===== config.mk =====
export PLATFORM = sky130hd
export DESIGN_NAME = mla_multidrop_line_arbiter
export DESIGN_NICKNAME = d
export VERILOG_FILES = /design/src/hdl/mla_pkg.sv /design/src/hdl/mla_slot_timer.sv /design/src/hdl/mla_multidrop_line_arbiter.sv
export SDC_FILE = /design/constraint.sdc
export NUM_CORES = 1
export LEC_CHECK = 0
export ABC_AREA = 1
export BUFFER_PORTS_ARGS = -buffer_cell sky130_fd_sc_hd__buf_2
export CORE_MARGIN = 4
export CORE_UTILIZATION = 45
export DETAILED_ROUTE_END_ITERATION = 12
export GPL_TIMING_DRIVEN = 0
export HOLD_SLACK_MARGIN = 0.15
export PLACE_DENSITY = 0.66
export SLEW_MARGIN = 20
export SYNTH_ARGS = -nofsm -noshare
export SYNTH_HDL_FRONTEND = slang
export SYNTH_SLANG_ARGS = --single-unit

===== constraint.sdc =====
create_clock -name i_sys_clk -period 3.2 [get_ports i_sys_clk]
set_input_delay 0.32 -clock i_sys_clk [delete_from_list [all_inputs] [get_ports i_sys_clk]]
set_output_delay 0.32 -clock i_sys_clk [all_outputs]
set_load 0.005 [all_outputs]

===== src/hdl/mla_pkg.sv =====
// What this block does
// - A packet is sent by raising RTS, waiting for CTS, sending it, then waiting for a response.
// - Every node watches all received traffic and picks out packets whose address is its own.
// - A packet accepted as our own is passed onward with the route it carries.
// - Line access is shared by time division set by the node count and this node's priority.
// - Node count and time slice are the same on every node so all derive one slot schedule.
// - The priority is unique on the line and lies between one and the node count inclusive.
// - The time slice should be four character times plus the worst RTS to CTS delay, rounded up.
// - The time slice should never be set below five hundredths of a second.
// - In half duplex and two wire modes the block ignores characters echoed back while it is sending.
// - In point to point driver mode the transmitter and receiver are both enabled at all times.
// - In half duplex mode the transmitter stays enabled and the receiver is off while sending.
// - In two wire mode the transmit driver follows CTS and the receiver is off while sending.
package mla_pkg;
   // -----------------------------------------------------------------
   // Timing
   // -----------------------------------------------------------------
   localparam int unsigned CLK_PERIOD_NS = 100;
   localparam int unsigned SLICE_UNIT_NS = 10_000_000;
   localparam int unsigned SLICE_UNIT_CYC = (SLICE_UNIT_NS + CLK_PERIOD_NS - 1) / CLK_PERIOD_NS;
   // -----------------------------------------------------------------
   // Configuration limits and reset values
   // -----------------------------------------------------------------
   localparam logic [7:0] SLICE_MIN = 8'h05;
   localparam logic [7:0] PRIO_MIN = 8'h01;
   localparam logic [7:0] SLOT_RST = 8'h00;
   localparam logic [7:0] BYTE_RST = 8'h00;
   localparam logic [1:0] POS_ADDR = 2'h0;
   localparam logic [1:0] POS_HOP = 2'h1;
   localparam logic [1:0] POS_DATA = 2'h2;
   // -----------------------------------------------------------------
   // Types
   // -----------------------------------------------------------------
   typedef enum logic [1:0] {
      MLA_POINT_TO_POINT_DRIVER = 2'h0,
      MLA_HALF_DUPLEX_DRIVER = 2'h1,
      MLA_TWO_WIRE_DRIVER = 2'h2
   } mla_drv_t;
   typedef enum logic [3:0] {
      ST_IDLE = 4'h1,
      ST_RTS = 4'h2,
      ST_SEND = 4'h4,
      ST_RESP = 4'h8
   } mla_st_t;
endpackage : mla_pkg


===== src/hdl/mla_slot_timer.sv =====
`timescale 1ns/1ps
`default_nettype none
module mla_slot_timer
   import mla_pkg::*;
#(
   parameter int unsigned TICK_CYC = SLICE_UNIT_CYC
) (
   input wire logic i_sys_clk,
   input wire logic i_nrst,
   input wire logic [7:0] i_node_count,
   input wire logic [7:0] i_time_slice,
   output logic [7:0] o_slot,
   output logic o_slot_start
);
   logic [31:0] pre_r;
   logic [31:0] pre_nxt;
   logic [7:0] slc_r;
   logic [7:0] slc_nxt;
   logic [7:0] slot_r;
   logic [7:0] slot_nxt;
   logic start_r;
   logic start_nxt;

   always_comb begin
      pre_nxt = pre_r + 32'h1;
      slc_nxt = slc_r;
      slot_nxt = slot_r;
      start_nxt = 1'b0;
      if (pre_r >= TICK_CYC - 32'h1) begin
         pre_nxt = '0;
         slc_nxt = slc_r + 8'h01;
         if (slc_nxt >= i_time_slice) begin
            slc_nxt = BYTE_RST;
            start_nxt = 1'b1;
            slot_nxt = (slot_r >= i_node_count) ? PRIO_MIN : slot_r + 8'h01;
         end
      end
   end

   always_ff @(posedge i_sys_clk or negedge i_nrst) begin
      if (!i_nrst) begin
         pre_r <= '0;
         slc_r <= BYTE_RST;
         slot_r <= SLOT_RST;
         start_r <= 1'b0;
      end else begin
         pre_r <= pre_nxt;
         slc_r <= slc_nxt;
         slot_r <= slot_nxt;
         start_r <= start_nxt;
      end
   end

   assign o_slot = slot_r;
   assign o_slot_start = start_r;
endmodule : mla_slot_timer
`default_nettype wire


===== src/hdl/mla_multidrop_line_arbiter.sv =====
`timescale 1ns/1ps
`default_nettype none
module mla_multidrop_line_arbiter
   import mla_pkg::*;
#(
   parameter int unsigned TICK_CYC = SLICE_UNIT_CYC
) (
   input wire logic i_sys_clk,
   input wire logic i_nrst,
   input wire logic [7:0] i_node_addr,
   input wire logic [7:0] i_node_count,
   input wire logic [7:0] i_node_prio,
   input wire logic [7:0] i_time_slice,
   input wire logic [1:0] i_drv_mode,
   input wire logic i_cts,
   output logic o_rts,
   output logic o_tx_drv_en,
   output logic o_rx_en,
   input wire logic i_pkt_valid,
   input wire logic [7:0] i_pkt_data,
   input wire logic i_pkt_last,
   output logic o_pkt_ready,
   output logic o_tx_valid,
   output logic [7:0] o_tx_data,
   output logic o_tx_last,
   input wire logic i_tx_ready,
   input wire logic i_rx_valid,
   input wire logic [7:0] i_rx_data,
   input wire logic i_rx_last,
   output logic o_fwd_valid,
   output logic [7:0] o_fwd_data,
   output logic o_fwd_last,
   output logic [7:0] o_fwd_hop,
   output logic o_resp_ok,
   output logic o_resp_timeout,
   output logic o_cfg_err,
   output logic o_slice_warn,
   output logic [7:0] o_slot
);
   // -----------------------------------------------------------------
   // Declarations
   // -----------------------------------------------------------------
   logic cts_m_r;
   logic cts_s_r;
   logic slot_start;
   logic [7:0] slot;
   logic my_slot;
   logic cfg_err_r;
   logic cfg_err_nxt;
   logic warn_r;
   logic warn_nxt;
   mla_st_t st_r;
   mla_st_t st_nxt;
   logic txv_r;
   logic txv_nxt;
   logic [7:0] txd_r;
   logic [7:0] txd_nxt;
   logic txl_r;
   logic txl_nxt;
   logic tx_go;
   logic ok_r;
   logic ok_nxt;
   logic to_r;
   logic to_nxt;
   logic sending;
   logic rx_acc;
   logic resp_hit;
   logic [1:0] pos_r;
   logic [1:0] pos_nxt;
   logic match_r;
   logic match_nxt;
   logic fv_r;
   logic fv_nxt;
   logic [7:0] fd_r;
   logic [7:0] fd_nxt;
   logic fl_r;
   logic fl_nxt;
   logic [7:0] hop_r;
   logic [7:0] hop_nxt;

   // -----------------------------------------------------------------
   // CTS synchroniser and slot schedule
   // -----------------------------------------------------------------
   always_ff @(posedge i_sys_clk or negedge i_nrst) begin
      if (!i_nrst) begin
         cts_m_r <= 1'b0;
         cts_s_r <= 1'b0;
      end else begin
         cts_m_r <= i_cts;
         cts_s_r <= cts_m_r;
      end
   end

   mla_slot_timer #(
      .TICK_CYC(TICK_CYC)
   ) u_slot (
      .i_sys_clk(i_sys_clk),
      .i_nrst(i_nrst),
      .i_node_count(i_node_count),
      .i_time_slice(i_time_slice),
      .o_slot(slot),
      .o_slot_start(slot_start)
   );

   assign my_slot = slot_start && (slot == i_node_prio);

   // -----------------------------------------------------------------
   // Configuration checks
   // -----------------------------------------------------------------
   always_comb begin
      cfg_err_nxt = (i_node_prio < PRIO_MIN) || (i_node_prio > i_node_count);
      warn_nxt = (i_time_slice < SLICE_MIN);
   end

   always_ff @(posedge i_sys_clk or negedge i_nrst) begin
      if (!i_nrst) begin
         cfg_err_r <= 1'b1;
         warn_r <= 1'b0;
      end else begin
         cfg_err_r <= cfg_err_nxt;
         warn_r <= warn_nxt;
      end
   end

   // -----------------------------------------------------------------
   // Transmit sequence
   // -----------------------------------------------------------------
   assign tx_go = txv_r && i_tx_ready;
   assign o_pkt_ready = (st_r == ST_SEND) && !(txv_r && txl_r) && (!txv_r || i_tx_ready);

   always_comb begin
      st_nxt = st_r;
      txv_nxt = txv_r;
      txd_nxt = txd_r;
      txl_nxt = txl_r;
      ok_nxt = 1'b0;
      to_nxt = 1'b0;
      if (tx_go) begin
         txv_nxt = 1'b0;
      end
      if (o_pkt_ready && i_pkt_valid) begin
         txv_nxt = 1'b1;
         txd_nxt = i_pkt_data;
         txl_nxt = i_pkt_last;
      end
      unique case (st_r)
         ST_IDLE: begin
            if (i_pkt_valid && my_slot && !cfg_err_r) begin
               st_nxt = ST_RTS;
            end
         end
         ST_RTS: begin
            if (cts_s_r) begin
               st_nxt = ST_SEND;
            end
         end
         ST_SEND: begin
            if (tx_go && txl_r) begin
               st_nxt = ST_RESP;
            end
         end
         ST_RESP: begin
            if (resp_hit) begin
               ok_nxt = 1'b1;
               st_nxt = ST_IDLE;
            end else if (my_slot) begin
               to_nxt = 1'b1;
               st_nxt = ST_IDLE;
            end
         end
         default: begin
            st_nxt = ST_IDLE;
         end
      endcase
   end

   always_ff @(posedge i_sys_clk or negedge i_nrst) begin
      if (!i_nrst) begin
         st_r <= ST_IDLE;
         txv_r <= 1'b0;
         txd_r <= BYTE_RST;
         txl_r <= 1'b0;
         ok_r <= 1'b0;
         to_r <= 1'b0;
      end else begin
         st_r <= st_nxt;
         txv_r <= txv_nxt;
         txd_r <= txd_nxt;
         txl_r <= txl_nxt;
         ok_r <= ok_nxt;
         to_r <= to_nxt;
      end
   end

   assign o_rts = (st_r == ST_RTS) || (st_r == ST_SEND);
   assign o_tx_valid = txv_r;
   assign o_tx_data = txd_r;
   assign o_tx_last = txl_r;
   assign o_resp_ok = ok_r;
   assign o_resp_timeout = to_r;
   assign o_cfg_err = cfg_err_r;
   assign o_slice_warn = warn_r;
   assign o_slot = slot;

   // -----------------------------------------------------------------
   // Driver and receiver enables
   // -----------------------------------------------------------------
   assign sending = (st_r == ST_SEND);

   always_comb begin
      unique case (i_drv_mode)
         MLA_HALF_DUPLEX_DRIVER: begin
            o_tx_drv_en = 1'b1;
            o_rx_en = !sending;
         end
         MLA_TWO_WIRE_DRIVER: begin
            o_tx_drv_en = cts_s_r;
            o_rx_en = !sending;
         end
         default: begin
            o_tx_drv_en = 1'b1;
            o_rx_en = 1'b1;
         end
      endcase
   end

   // -----------------------------------------------------------------
   // Receive monitor and forwarding
   // -----------------------------------------------------------------
   assign rx_acc = i_rx_valid && o_rx_en;

   always_comb begin
      pos_nxt = pos_r;
      match_nxt = match_r;
      fv_nxt = 1'b0;
      fd_nxt = fd_r;
      fl_nxt = fl_r;
      hop_nxt = hop_r;
      resp_hit = 1'b0;
      if (rx_acc) begin
         if (pos_r == POS_ADDR) begin
            match_nxt = (i_rx_data == i_node_addr);
            pos_nxt = POS_HOP;
            resp_hit = match_nxt && i_rx_last;
         end else begin
            if (match_r) begin
               fv_nxt = 1'b1;
               fd_nxt = i_rx_data;
               fl_nxt = i_rx_last;
               if (pos_r == POS_HOP) begin
                  hop_nxt = i_rx_data;
               end
            end
            pos_nxt = POS_DATA;
            resp_hit = match_r && i_rx_last;
         end
         if (i_rx_last) begin
            pos_nxt = POS_ADDR;
         end
      end
   end

   always_ff @(posedge i_sys_clk or negedge i_nrst) begin
      if (!i_nrst) begin
         pos_r <= POS_ADDR;
         match_r <= 1'b0;
         fv_r <= 1'b0;
         fd_r <= BYTE_RST;
         fl_r <= 1'b0;
         hop_r <= BYTE_RST;
      end else begin
         pos_r <= pos_nxt;
         match_r <= match_nxt;
         fv_r <= fv_nxt;
         fd_r <= fd_nxt;
         fl_r <= fl_nxt;
         hop_r <= hop_nxt;
      end
   end

   assign o_fwd_valid = fv_r;
   assign o_fwd_data = fd_r;
   assign o_fwd_last = fl_r;
   assign o_fwd_hop = hop_r;
endmodule : mla_multidrop_line_arbiter
`default_nettype wire


# Yosys cells after proc, flatten, opt, wreduce, memory -nomap -nowiden

Index checks and enable logic that the tools add are counted.

Reductions and logical operators: 27
Multiplexer cells: 27
Equality and inequality tests: 13
Order comparisons: 6
Bitwise gates (word level): 1
Add/subtract/negate cells: 3

Operator list:

| cell                    | count |
|---|---|
| $add A32 B1 Y32 const B | 1 |
| $ge A32 B17 Y1 const B  | 1 |
| $mux W32                | 1 |
| $mux W4                 | 5 |
| $add A8 B1 Y8 const B   | 2 |
| $eq A8 B8 Y1            | 2 |
| $ge A8 B8 Y1            | 2 |
| $mux W1                 | 16 |
| $mux W8                 | 2 |
| $pmux W4 S4             | 1 |
| $logic_and A1 B1 Y1     | 12 |
| $gt A8 B8 Y1            | 1 |
| $lt A8 B1 Y1 const B    | 1 |
| $lt A8 B3 Y1 const B    | 1 |
| $reduce_and A4 Y1       | 2 |
| $eq A2 B1 Y1 const B    | 2 |
| $eq A4 B1 Y1 const B    | 1 |
| $eq A4 B2 Y1 const B    | 1 |
| $eq A4 B3 Y1 const B    | 1 |
| $eq A4 B4 Y1 const B    | 1 |
| $logic_not A1 Y1        | 4 |
| $mux W2                 | 2 |
| $ne A2 B2 Y1 const B    | 2 |
| $reduce_and A2 Y1       | 2 |
| other kinds (9)         | 11 |

Input bits: 58
Register bits after elaboration: 90

# Logic depth before layout (Yosys ltp)

Gate-level depths: netlist of the first run.

Word-level depth: 7
Mapped depth: 16

# Cells and area by module

A second synthesis of the first run with hierarchy kept.

Cell total of the unflattened synthesis: 612
Area total of the unflattened synthesis: 4991.0 sq um

By module, submodules not included:

| module                     | sequential area each (sq um) | area each (sq um) | times used | cells each |
|---|---|---|---|---|
| mla_slot_timer             | 1226.2                       | 2732.6            | 1          | 341 |
| mla_multidrop_line_arbiter | 1028.5                       | 2258.4            | 1          | 271 |

# Least setup slack after synthesis of the first run

OpenSTA, ideal clock, no wires.

Kind: register to register
Start point: register u_slot.slc_r[0]
End point: register u_slot.slot_r[5] (netlist: u_slot.o_slot[5])
Stages on the path, launching flop included: 17
Data arrival time: 2.175 ns
Clock period less this slack: 2.295 ns
Path slack: 0.905 ns
Cell sequence: dfrtp_1 > ha_1 > nand2_1 > inv_1 > nand4_1 > xor2_1 > inv_1 > ha_1 > nand2_1 > nor2_1 > nand4_1 > o2111ai_2 > nand2_2 > inv_2 > buf_6 > nand2_1 > o21ai_2

Cells in the longest elaborated chain, start to end: 3

Ends and longest elaborated chain:

| item                               | line                 | RTL |
|---|---|---|
| start: declaration                 | mla_slot_timer.sv:17 | `logic [7:0] slc_r;` |
| start signal: assignment           | mla_slot_timer.sv:48 | `slc_r <= slc_nxt;` |
| $add A8 B1 Y8                      | mla_slot_timer.sv:31 | `slc_nxt = slc_r + 8'h01;` |
| $ge A8 B8 Y1                       | mla_slot_timer.sv:32 | `if (slc_nxt >= i_time_slice) begin` |
| $reduce_and A2 Y1 (no source line) | --                   |  |
| end signal: assignment             | mla_slot_timer.sv:49 | `slot_r <= slot_nxt;` |
| end: declaration                   | mla_slot_timer.sv:19 | `logic [7:0] slot_r;` |

Every way passes these cells.
A chain may end at the register's enable or synchronous reset.

# Worst setup path in the final report of the first run

Same ends and word-level chain as after synthesis.

==> flow_summary_export.csv, run 1 <==
group,metric,value,unit
route,drc,0,
place,place_hpwl,7750,µm
outcome,status,"complete, no violations",
setup_path,critical_path_arrival,3000,ps
clocking,clock-sinks,90,
clocking,cts_tree,"done",
place,io_buffers,101,
synth,postSynthCellCount,548,
clocking,post-cts-setup-buffers,0,
timing,finalClockSkew,10.3,ps
clocking,cts_resized,0,
route,via_per_inst,4.81,
global_route,grt_pass1_vias,4029,
synth,ys_ff_latch,90,
synth,yosysSeqAreaShare,47.2,%
finish,area_delta_synth_final,21.0,%
job,cap_violations,0,
worst_hold_path,hp-class,"in2reg",
synth,syn_avg_cell_area,8.72,µm²
timing,rsz0062_at_grt,"no",
timing,tightest_slew,700,ps
global_route,grt_pass1_wl,17400,µm
die,start_util,46.3,%
power_and_ir_drop,p_leak,3.09,nW
route,drt_iter0_drc,169,
route,detailedRoute.firstPassIterationCount,4,
die,die-area,12300,µm²
global_route,grt_max_degree,56,
setup_path,crit_fanout,10,
clocking,root_buffer,"clkbuf_8",
timing,fin_hold_ws,186,ps
setup_path,timing.critical_path.mode_cell,"nand2_1",
global_route,antenna_found_initial,0,
clocking,ctsHoldBuffers,3,
finish,final_common_cell,"nand2_1",
route,num_vias,3938,
setup_path,worstPathRequired,3480,ps
synth,syn-cell-area,4780,µm²
power_and_ir_drop,power.density,582,nW/µm²
power_and_ir_drop,peakVddDrop,0.290,mV
timing,maxSlewViolCount,0,
timing,max_freq,368,MHz
setup_path,ff2ff_path_depth,14,
finish,antenna_cells,0,
synth,ys_warn_count,0,
setup_path,endpoint_kind,"register",
timing,post-route-period-util,85.0,%
timing,setup_tns,0,ps
finish,drive_gt1_share,24.7,%
setup_path,cp-start-kind,"register",
finish,utilization,56.0,%
finish,final_cell_mix,"nand2_1 (134), buf_2 (100), dfrtp_1 (88)",
clocking,clk_pin_slew,90,ps
route,ant_nets,0,
route,drt_wl_total,9900,µm
clocking,clk_latency,360,ps
timing,hold_viol_final,0,
setup_path,crit_type,"reg2reg",
die,core_area,10300,µm²
clocking,cts_buffers,9,
synth,synthDistinctLibCells,42,
worst_hold_path,whs_path_depth,2,
global_route,grt_usage,16.9,%
setup_path,cp_slowest_cell,"dfrtp_1",
timing,finalSetupViolations,0,
route,routedWlPerCell,12.1,µm
setup_path,worstPathCellList,"nand3_1 -> nor3b_1 -> nand2_1 -> xnor2_1 -> ha_1 -> nand2_1 -> nor2_1 -> nand4_1 -> o2111ai_2 -> nand2_2 -> inv_2 -> buf_6 -> nand2_1 -> o21ai_2",
place,routabilityCongestion,0.786,
clocking,clockBufferDepth,2,
die,ios,102,
clocking,cts_max_level,3,
setup_path,critPathMaxStageDelay,450,ps
timing,max-slew-margin-rel,53.3,%
global_route,gr-total-overflow,0,
timing,period_minus_slack,2720,ps
die,rows,37,
die,die_x,111,µm
finish,fillers,976,
finish,nNetsFinal,764,
die,die_y,111,µm
==> Yosys cell counts (all sizes together) <==
cell / count / share of area, %
mux2: 9 / 2.1
nor4: 6 / 0.79
o2111ai: 2 / 0.50
xnor2: 12 / 2.2
o21ai: 25 / 3.2
o22ai: 1 / 0.13
dfstp: 2 / 1.1
nand3: 17 / 2.1
dfrtp: 88 / 46
buf: 5 / 1.0
o31ai: 1 / 0.16
or2: 1 / 0.18
nand2: 145 / 12
o21bai: 1 / 0.16
nand4: 10 / 1.3
ha: 28 / 7.3
conb: 1 / 0.078
a21oi: 15 / 1.7
nor3b: 3 / 0.47
nor3: 13 / 1.9
nor2: 68 / 5.7
and3: 1 / 0.13
xor2: 14 / 2.6
inv: 76 / 6.1
o21a: 3 / 0.47
o2bb2ai: 1 / 0.18
==> critical path, delay by kind of cell (launching register included) <==
kind / cells / cell delay (ps)
simple gates: 8 / 1210
flops: 1 / 450
fa+ha+maj: 1 / 310
compound gates: 2 / 260
buf+inv: 2 / 260
xor+xnor: 1 / 160
==> path summary, 6_finish.rpt <==
check	to	startpoint	slack (ps)
max	u_slot.o_slot[5]$_DFFE_PN0P_	u_slot.slc_r[0]$_DFFE_PN0N_	480
min	pos_r[1]$_DFFE_PN0P_	i_rx_last	190
max reg2reg	u_slot.o_slot[5]$_DFFE_PN0P_	u_slot.slc_r[0]$_DFFE_PN0N_	480
min reg2reg	cts_s_r$_DFF_PN0_	cts_m_r$_DFF_PN0_	360
max in group asynchronous	o_cfg_err$_DFF_PN1_	i_nrst	2050
min in group asynchronous	u_slot.slc_r[2]$_DFFE_PN0N_	i_nrst	470
==> area by class of cell <==
class / instances / area, µm² / area share [%]
buffer: 5 / 48.8 / 0.845
clock buffer: 11 / 151 / 2.62
clock inverter: 5 / 61.3 / 1.06
inverter: 76 / 293 / 5.07
multi-input combinational: 391 / 2230 / 38.7
sequential: 90 / 2250 / 39.0
tap: 136 / 170 / 2.94
timing repair buffer: 105 / 566 / 9.79
==> report_power, final <==
group,total [mW],leakage (nW),switching (mW),internal [mW]
Clock,0.809,0.110,0.401,0.408
Sequential,1.49,1.16,0.166,1.32
Combinational,1.06,1.82,0.600,0.464
==> registers in the layout, indices dropped and copies added, names as in the netlist <==
signal / cells
cts_m_r: 1
cts_s_r: 1
match_r: 1
o_cfg_err: 1
o_fwd_data: 8
o_fwd_hop: 8
o_fwd_last: 1
o_fwd_valid: 1
o_resp_ok: 1
o_resp_timeout: 1
o_slice_warn: 1
o_tx_data: 8
o_tx_last: 1
o_tx_valid: 1
pos_r: 2
st_r: 4
u_slot.o_slot: 8
u_slot.o_slot_start: 1
u_slot.pre_r: 32
u_slot.slc_r: 8
==> per-stage QoR <==
stage	cell area, µm²	instances	setup slack [ps]	power [mW]
floorplan	4830	562	905	2.20
global placement	5510	799	563	2.52
detailed placement	5540	800	505	2.59
CTS	5780	819	477	3.42
global route	5780	819	244	3.66
finish	5780	819	480	3.36
==> kinds of logic after synthesis <==
logic type | after synthesis | share of synthesized area, %
buffers and inverters | 81 | 7.15
adders and majority gates | 28 | 7.33
DFF | 90 | 47.2
muxes | 9 | 2.12
AOI/OAI and AO/OA | 49 | 6.50
and+or+nand+nor | 264 | 24.9
xor gates and xnor gates | 26 | 4.77
other | 1 | 0.0785
==> per-layer routing <==
layer	vias up	GRT usage [%]	part of all wire (%)
met3	20	3.98	5.4
met2	95	28.8	48
met1	1830	20.2	44
met4	0	8.11	2.5
li1	1993	-	-
met5	-	0	0
Note: power is estimated with default switching activity, not from simulation.
==> inputs of run 2 (changes only) <==
ABC_AREA = 0   (was 1)
PLACE_DENSITY = 0.69   (was 0.66)
clock period = 2.2 ns   (was 3.2 ns; I/O delays follow)
==> run 2 against run 1 <==
- the run now ends with negative setup slack left
- die area is 4.2% lower
- synthesized area shrank 4.5%
- clock-buffer cell count is 2 lower
- clock power increased by 38%
- first-iteration DRC count fell by 36%
- synthesized cell count is 21% lower
==> flow_summary_export.csv, run 2 <==
group,metric,value,unit
finish,area_delta_synth_final,29.5,%
setup_path,critical_path_arrival,2870,ps
route,drt_wl_total,9960,µm
setup_path,timing.critical_path.mode_cell,"and3_4",
timing,setup_tns,-5340,ps
setup_path,worstPathRequired,2460,ps
synth,syn-cell-area,4560,µm²
timing,hold_viol_final,0,
power_and_ir_drop,peakVddDrop,0.589,mV
place,routabilityCongestion,0.804,
die,die-area,11800,µm²
die,ios,102,
finish,regArea,2250,µm²
setup_path,cp_slowest_cell,"dfrtp_1",
setup_path,critical_path.top_delay_family,"simple AND/OR/NAND/NOR gates",
clocking,cts_max_level,3,
finish,top_register,"u_slot.pre_r",
synth,yosysMostFrequentCell,"dfrtp_1",
finish,drive_gt1_share,30.3,%
global_route,grt.busiest_layer,"met2",
power_and_ir_drop,p_leak,3.00,nW
worst_hold_path,hp-class,"in2reg",
die,core_area,9820,µm²
route,detailedRoute.firstPassIterationCount,4,
global_route,grt_pass1_vias,3775,
setup_path,endpoint_kind,"register",
timing,finalClockSkew,14.6,ps
global_route,grt_pass1_wl,16600,µm
clocking,clk_latency,360,ps
timing,fin_hold_ws,193,ps
global_route,antenna_found_initial,0,
timing,rsz0062_at_grt,"yes",
synth,synth.area.top_cells,"dfrtp_1 (48%), ha_1 (7.7%), xor2_1 (5.2%)",
setup_path,cp-start-kind,"register",
global_route,grt_use_met2,31.6,%
finish,final_common_cell,"buf_2",
place,post-place-cells,681,
route,drt_iter0_drc,109,
finish,antenna_cells,0,
power_and_ir_drop,seq_power_share,47.2,%
global_route,grt_use_met3,3.61,%
finish,utilization,60.2,%
synth,synth_top_area_cell,"dfrtp_1",
timing,maxSlewViolCount,0,
global_route,grt_max_degree,48,
timing,finalSetupViolations,17,
route,via_per_inst,5.03,
power_and_ir_drop,p_comb_share,26.0,%
route,routedWlPerCell,13.7,µm
finish,fin_cells,727,
die,die_x,109,µm
synth,synth-main-ff-cell,"dfrtp_1",
synth,ys_ff_latch,90,
clocking,clockBufferDepth,2,
synth,yosysSeqAreaShare,49.4,%
power_and_ir_drop,p_sw_share,31.0,%
synth,syn_avg_cell_area,10.6,µm²
route,ant_nets,0,
timing,period_minus_slack,2610,ps
timing,setup_slack,-405,ps
power_and_ir_drop,total_power,4.18,mW
clocking,clk_pin_slew,90,ps
worst_hold_path,min_to,"o_slice_warn$_DFF_PN0_",
die,start_util,46.5,%
route,num_vias,3657,
setup_path,crit_buf_inv,0,
outcome,violations,"negative setup slack",
global_route,use_met1,20.7,%
finish,multiInputGateArea,2340,µm²
timing,tightest_slew,617,ps
clocking,cts_buffers,9,
power_and_ir_drop,power.density,708,nW/µm²
setup_path,r2r_setup_slack,-410,ps
setup_path,ff2ff_path_depth,10,
setup_path,worstPathCellList,"and3_4 -> and3_4 -> and3_4 -> xor2_4 -> ha_4 -> and3_4 -> a221o_1 -> or2_4 -> nand2b_4 -> o31ai_4",
die,rows,36,
finish,largest_reg_flops,32,
worst_hold_path,worstHoldStart,"i_time_slice[7]",
clocking,cts_tree,"done",
global_route,gr-total-overflow,0,
synth,yosysTopAreaCellShare,48.3,%
setup_path,rr_endpoint,"u_slot.slc_r[5]$_DFFE_PN0N_",
synth,synthDistinctLibCells,58,
setup_path,crit_type,"reg2reg",
finish,nNetsFinal,675,
outcome,status,"complete, but fails checks",
power_and_ir_drop,p_clk_share,26.8,%
synth,postSynthCellCount,432,
die,die_y,109,µm
worst_hold_path,whs_path_depth,3,
synth,async_flop_share,100,%
timing,post-route-period-util,118,%
synth,ys_warn_count,0,
route,drc,0,
synth,synth_edf_count,0,
clocking,root_buffer,"clkbuf_8",
global_route,grt_usage,17.5,%
timing,max_freq,384,MHz
setup_path,critPathMaxStageDelay,400,ps
job,cap_violations,0,
finish,final_cell_mix,"buf_2 (100), dfrtp_1 (88), nand2_1 (50)",
setup_path,crit_fanout,4,
setup_path,r2r_start,"u_slot.slc_r[0]$_DFFE_PN0N_",
place,place_hpwl,7250,µm
clocking,clock-sinks,90,
place,io_buffers,101,
synth,synth_common_cells,"dfrtp_1 (88), nand2_1 (50), ha_1 (28), nor2_1 (28), xor2_1 (27)",
finish,fillers,841,
power_and_ir_drop,power.internal,2.89,mW
timing,max-slew-margin-rel,58.5,%
power_and_ir_drop,switchingPower,1.30,mW
==> run 2: cell count changes after synthesis, moves of 8 or more <==
cell	before	now
nand2_1	134	50
xor2_1	14	27
nor2_1	66	28
and3_1	1	11
nand2_2	9	1
o21ai_2	8	0
inv_1	71	22
==> run 2: stage by stage <==
| stage | worst slack [ps] | instance area (µm²) |
|---|---|---|
| floorplan | -300 | 4640 |
| global placement | -543 | 5310 |
| detailed placement | -560 | 5340 |
| CTS | -380 | 5880 |
| global route | -520 | 5910 |
| finish | -405 | 5910 |
==> run 2: what timing repair did <==
item | 4_1_cts | 5_1_grt
endpoints found under the setup margin | 19 | 19
pin swaps | 6 | 3
buffers inserted | 8 | 1
hold buffers | 21 | 0
cloned | 0 | 0
hold endpoints to repair | 72 | 0
resized for setup | 12 | 7
==> run 2: power by group through the flow <==
stage	clock network (mW)	logic, mW	registers [mW]
5_1_grt	1.24	1.24	2.01
3_5_place_dp	0	0.922	2.00
4_1_cts	1.16	1.08	1.97
2_1_floorplan	0	0.612	1.97
6_report	1.12	1.09	1.98
3_3_place_gp	0	0.876	2.00
==> run 2: layout make-up <==
cell class / instances / share of cell area (%)
buffer: 6 / 0.826
clock buffer: 9 / 2.10
clock inverter: 7 / 1.27
inverter: 23 / 1.55
multi-input combinational: 327 / 39.5
sequential: 90 / 38.1
tap: 133 / 2.82
timing repair buffer: 132 / 13.8
==> run 2: worst max path at each step <==
stage	start	endpoint	cells after the start
3_3_place_gp	u_slot.slc_r[4]$_DFFE_PN0N_	u_slot.slc_r[2]$_DFFE_PN0N_	10
2_1_floorplan	u_slot.slc_r[4]$_DFFE_PN0N_	u_slot.slc_r[5]$_DFFE_PN0N_	10
3_5_place_dp	u_slot.slc_r[0]$_DFFE_PN0N_	u_slot.slc_r[2]$_DFFE_PN0N_	10
5_1_grt	u_slot.slc_r[0]$_DFFE_PN0N_	u_slot.slc_r[5]$_DFFE_PN0N_	10
6_report	u_slot.slc_r[0]$_DFFE_PN0N_	u_slot.slc_r[5]$_DFFE_PN0N_	10
4_1_cts	u_slot.slc_r[0]$_DFFE_PN0N_	u_slot.slc_r[5]$_DFFE_PN0N_	10
==> run 2: worst register-to-register path, stage by stage, from the launching register on <==
cell      delay (ps)
dfrtp_1          400
and3_4           190
and3_4           190
and3_4           210
xor2_4           190
ha_4             220
and3_4           140
a221o_1          340
or2_4            280
nand2b_4         170
o31ai_4          180
==> run 2: kinds of logic (layout without fill, tap and decap cells) <==
family                     after synthesis  in the layout  synth area share (%)
and+or+nand+nor                        168            168                  19.6
DFF                                     90             90                  49.4
AOI/OAI and AO/OA                       60             60                  8.64
xor gates and xnor gates                38             38                  7.29
buffers and inverters                   29            177                  2.88
adders and majority gates               28             28                  7.68
muxes                                   18             18                  4.41
other                                    1             15                0.0822
==> run 2: metal layers <==
metal	wire [µm]	up-vias
met5	0	-
met4	148	0
met3	552	13
met2	5110	88
met1	4150	1734
li1	-	1822
==> inputs of run 3 (changes only) <==
SKIP_CTS_REPAIR_TIMING = 1   (was default)
==> run 3 against run 2 <==
- the run still ends with negative setup slack left
- design area grew 3.6%
- fmax shrank 4.8%
- die area is the same
- cell count grew 1.5%
- first-iteration DRC count grew 35%
- register-to-register slack lost 130 ps
- setup slack lost 130 ps
- sequential share of layout area shrank 1.3 points
- critical endpoint unchanged
- largest cell class unchanged
- highest routed layer unchanged
==> flow_summary_export.csv, run 3 (same netlist as run 2, synthesis figures left out) <==
group,metric,value,unit
outcome,status,"complete, but fails checks",
outcome,violations,"negative setup slack",
global_route,antenna_found_initial,0,
clocking,clk_pin_slew,90,ps
setup_path,cp-start-kind,"register",
clocking,root_buffer,"clkbuf_8",
finish,area_delta_synth_final,34.2,%
finish,drive_gt1_share,35.0,%
die,start_util,46.5,%
power_and_ir_drop,p_leak,3.08,nW
timing,setup_slack,-537,ps
worst_hold_path,hp-class,"in2reg",
timing,setup_tns,-7190,ps
finish,top_register,"u_slot.pre_r",
setup_path,endpoint_kind,"register",
route,detailedRoute.firstPassIterationCount,4,
global_route,grt_pass1_vias,3593,
die,rows,36,
timing,period_minus_slack,2740,ps
clocking,cts_tree,"done",
finish,final_common_cell,"buf_2",
power_and_ir_drop,power.density,698,nW/µm²
die,die_y,109,µm
timing,finalClockSkew,12.1,ps
route,ant_nets,0,
finish,final_cell_mix,"buf_2 (100), dfrtp_1 (87), nand2_1 (49)",
timing,max_freq,365,MHz
clocking,cts_buffers,9,
setup_path,crit_type,"reg2reg",
route,drt_wl_total,10200,µm
route,drc,0,
global_route,grt_max_degree,48,
setup_path,critical_path_arrival,2990,ps
setup_path,worstPathRequired,2450,ps
route,via_per_inst,5.01,
timing,post-route-period-util,124,%
global_route,gr-total-overflow,0,
timing,maxSlewViolCount,0,
finish,nNetsFinal,686,
die,die_x,109,µm
clocking,clk_latency,350,ps
place,place_hpwl,7250,µm
route,routedWlPerCell,13.8,µm
power_and_ir_drop,peakVddDrop,0.580,mV
timing,max-slew-margin-rel,59.8,%
finish,utilization,62.3,%
timing,finalSetupViolations,32,
global_route,grt_pass1_wl,15700,µm
finish,fillers,814,
place,routabilityCongestion,0.804,
timing,fin_hold_ws,188,ps
timing,tightest_slew,598,ps
global_route,grt_usage,16.5,%
place,io_buffers,101,
timing,hold_viol_final,0,
clocking,clockBufferDepth,2,
job,cap_violations,0,
die,die-area,11800,µm²
die,ios,102,
route,drt_iter0_drc,147,
finish,antenna_cells,0,
finish,regArea,2260,µm²
die,core_area,9820,µm²
clocking,cts_max_level,3,
finish,multiInputGateArea,2420,µm²
route,num_vias,3701,
setup_path,crit_fanout,4,
timing,rsz0062_at_grt,"yes",
clocking,clock-sinks,90,
finish,largest_reg_flops,32,
## run 3: metal layers
| metal | track usage, % | wire length [µm] |
|---|---|---|
| met1 | 19.9 | 4280 |
| met2 | 28.9 | 5220 |
| met3 | 3.73 | 566 |
| met4 | 5.68 | 105 |
| met5 | 0 | 0 |
## run 3: report_power, final
group	total [mW]	leakage (nW)	switching (mW)	internal, mW
Combinational	1.15	1.80	0.552	0.600
Sequential	2.00	1.18	0.196	1.80
Clock	1.12	0.104	0.590	0.533
## run 3: area by class of cell
class / count / share of cell area, %
Multi-Input combinational cell: 327 / 39.5
Buffer: 6 / 0.920
Sequential cell: 90 / 36.8
Tap cell: 133 / 2.72
Clock buffer: 9 / 2.02
Timing Repair Buffer: 143 / 15.2
Inverter: 23 / 1.49
Clock inverter: 7 / 1.23
## run 3: per-stage QoR
| step | instances | worst slack (ps) | cell area (µm²) | power, mW |
|---|---|---|---|---|
| after floorplan | 446 | -300 | 4640 | 2.58 |
| after global placement | 680 | -543 | 5310 | 2.88 |
| after detailed placement | 681 | -560 | 5340 | 2.93 |
| after CTS | 697 | -606 | 5540 | 4.06 |
| after global routing | 738 | -639 | 6120 | 4.57 |
| final | 738 | -537 | 6120 | 4.27 |
## run 3: worst max-delay path: stages (launching register included)
cell and delay, ps:
dfrtp_1 430, and3_4 210, and3_4 190, and3_4 210
xor2_4 190, ha_4 230, and3_4 140, a221o_1 360
or2_4 300, nand2b_4 160, o31ai_2 210
## run 3: worst paths after layout
check                                            start                          end  slack, ps  depth (start not counted)
setup / recovery           u_slot.slc_r[1]$_DFFE_PN0N_  u_slot.slc_r[5]$_DFFE_PN0N_       -540                         10
hold / removal                         i_time_slice[7]       o_slice_warn$_DFF_PN0_        190                          3
setup reg to reg           u_slot.slc_r[1]$_DFFE_PN0N_  u_slot.slc_r[5]$_DFFE_PN0N_       -540                         10
max in group asynchronous                       i_nrst          st_r[0]$_DFFE_PN1P_       1130                          3
min in group asynchronous                       i_nrst     o_fwd_hop[3]$_DFFE_PN0P_        400                          2
hold reg to reg                      cts_m_r$_DFF_PN0_            cts_s_r$_DFF_PN0_        360                          0
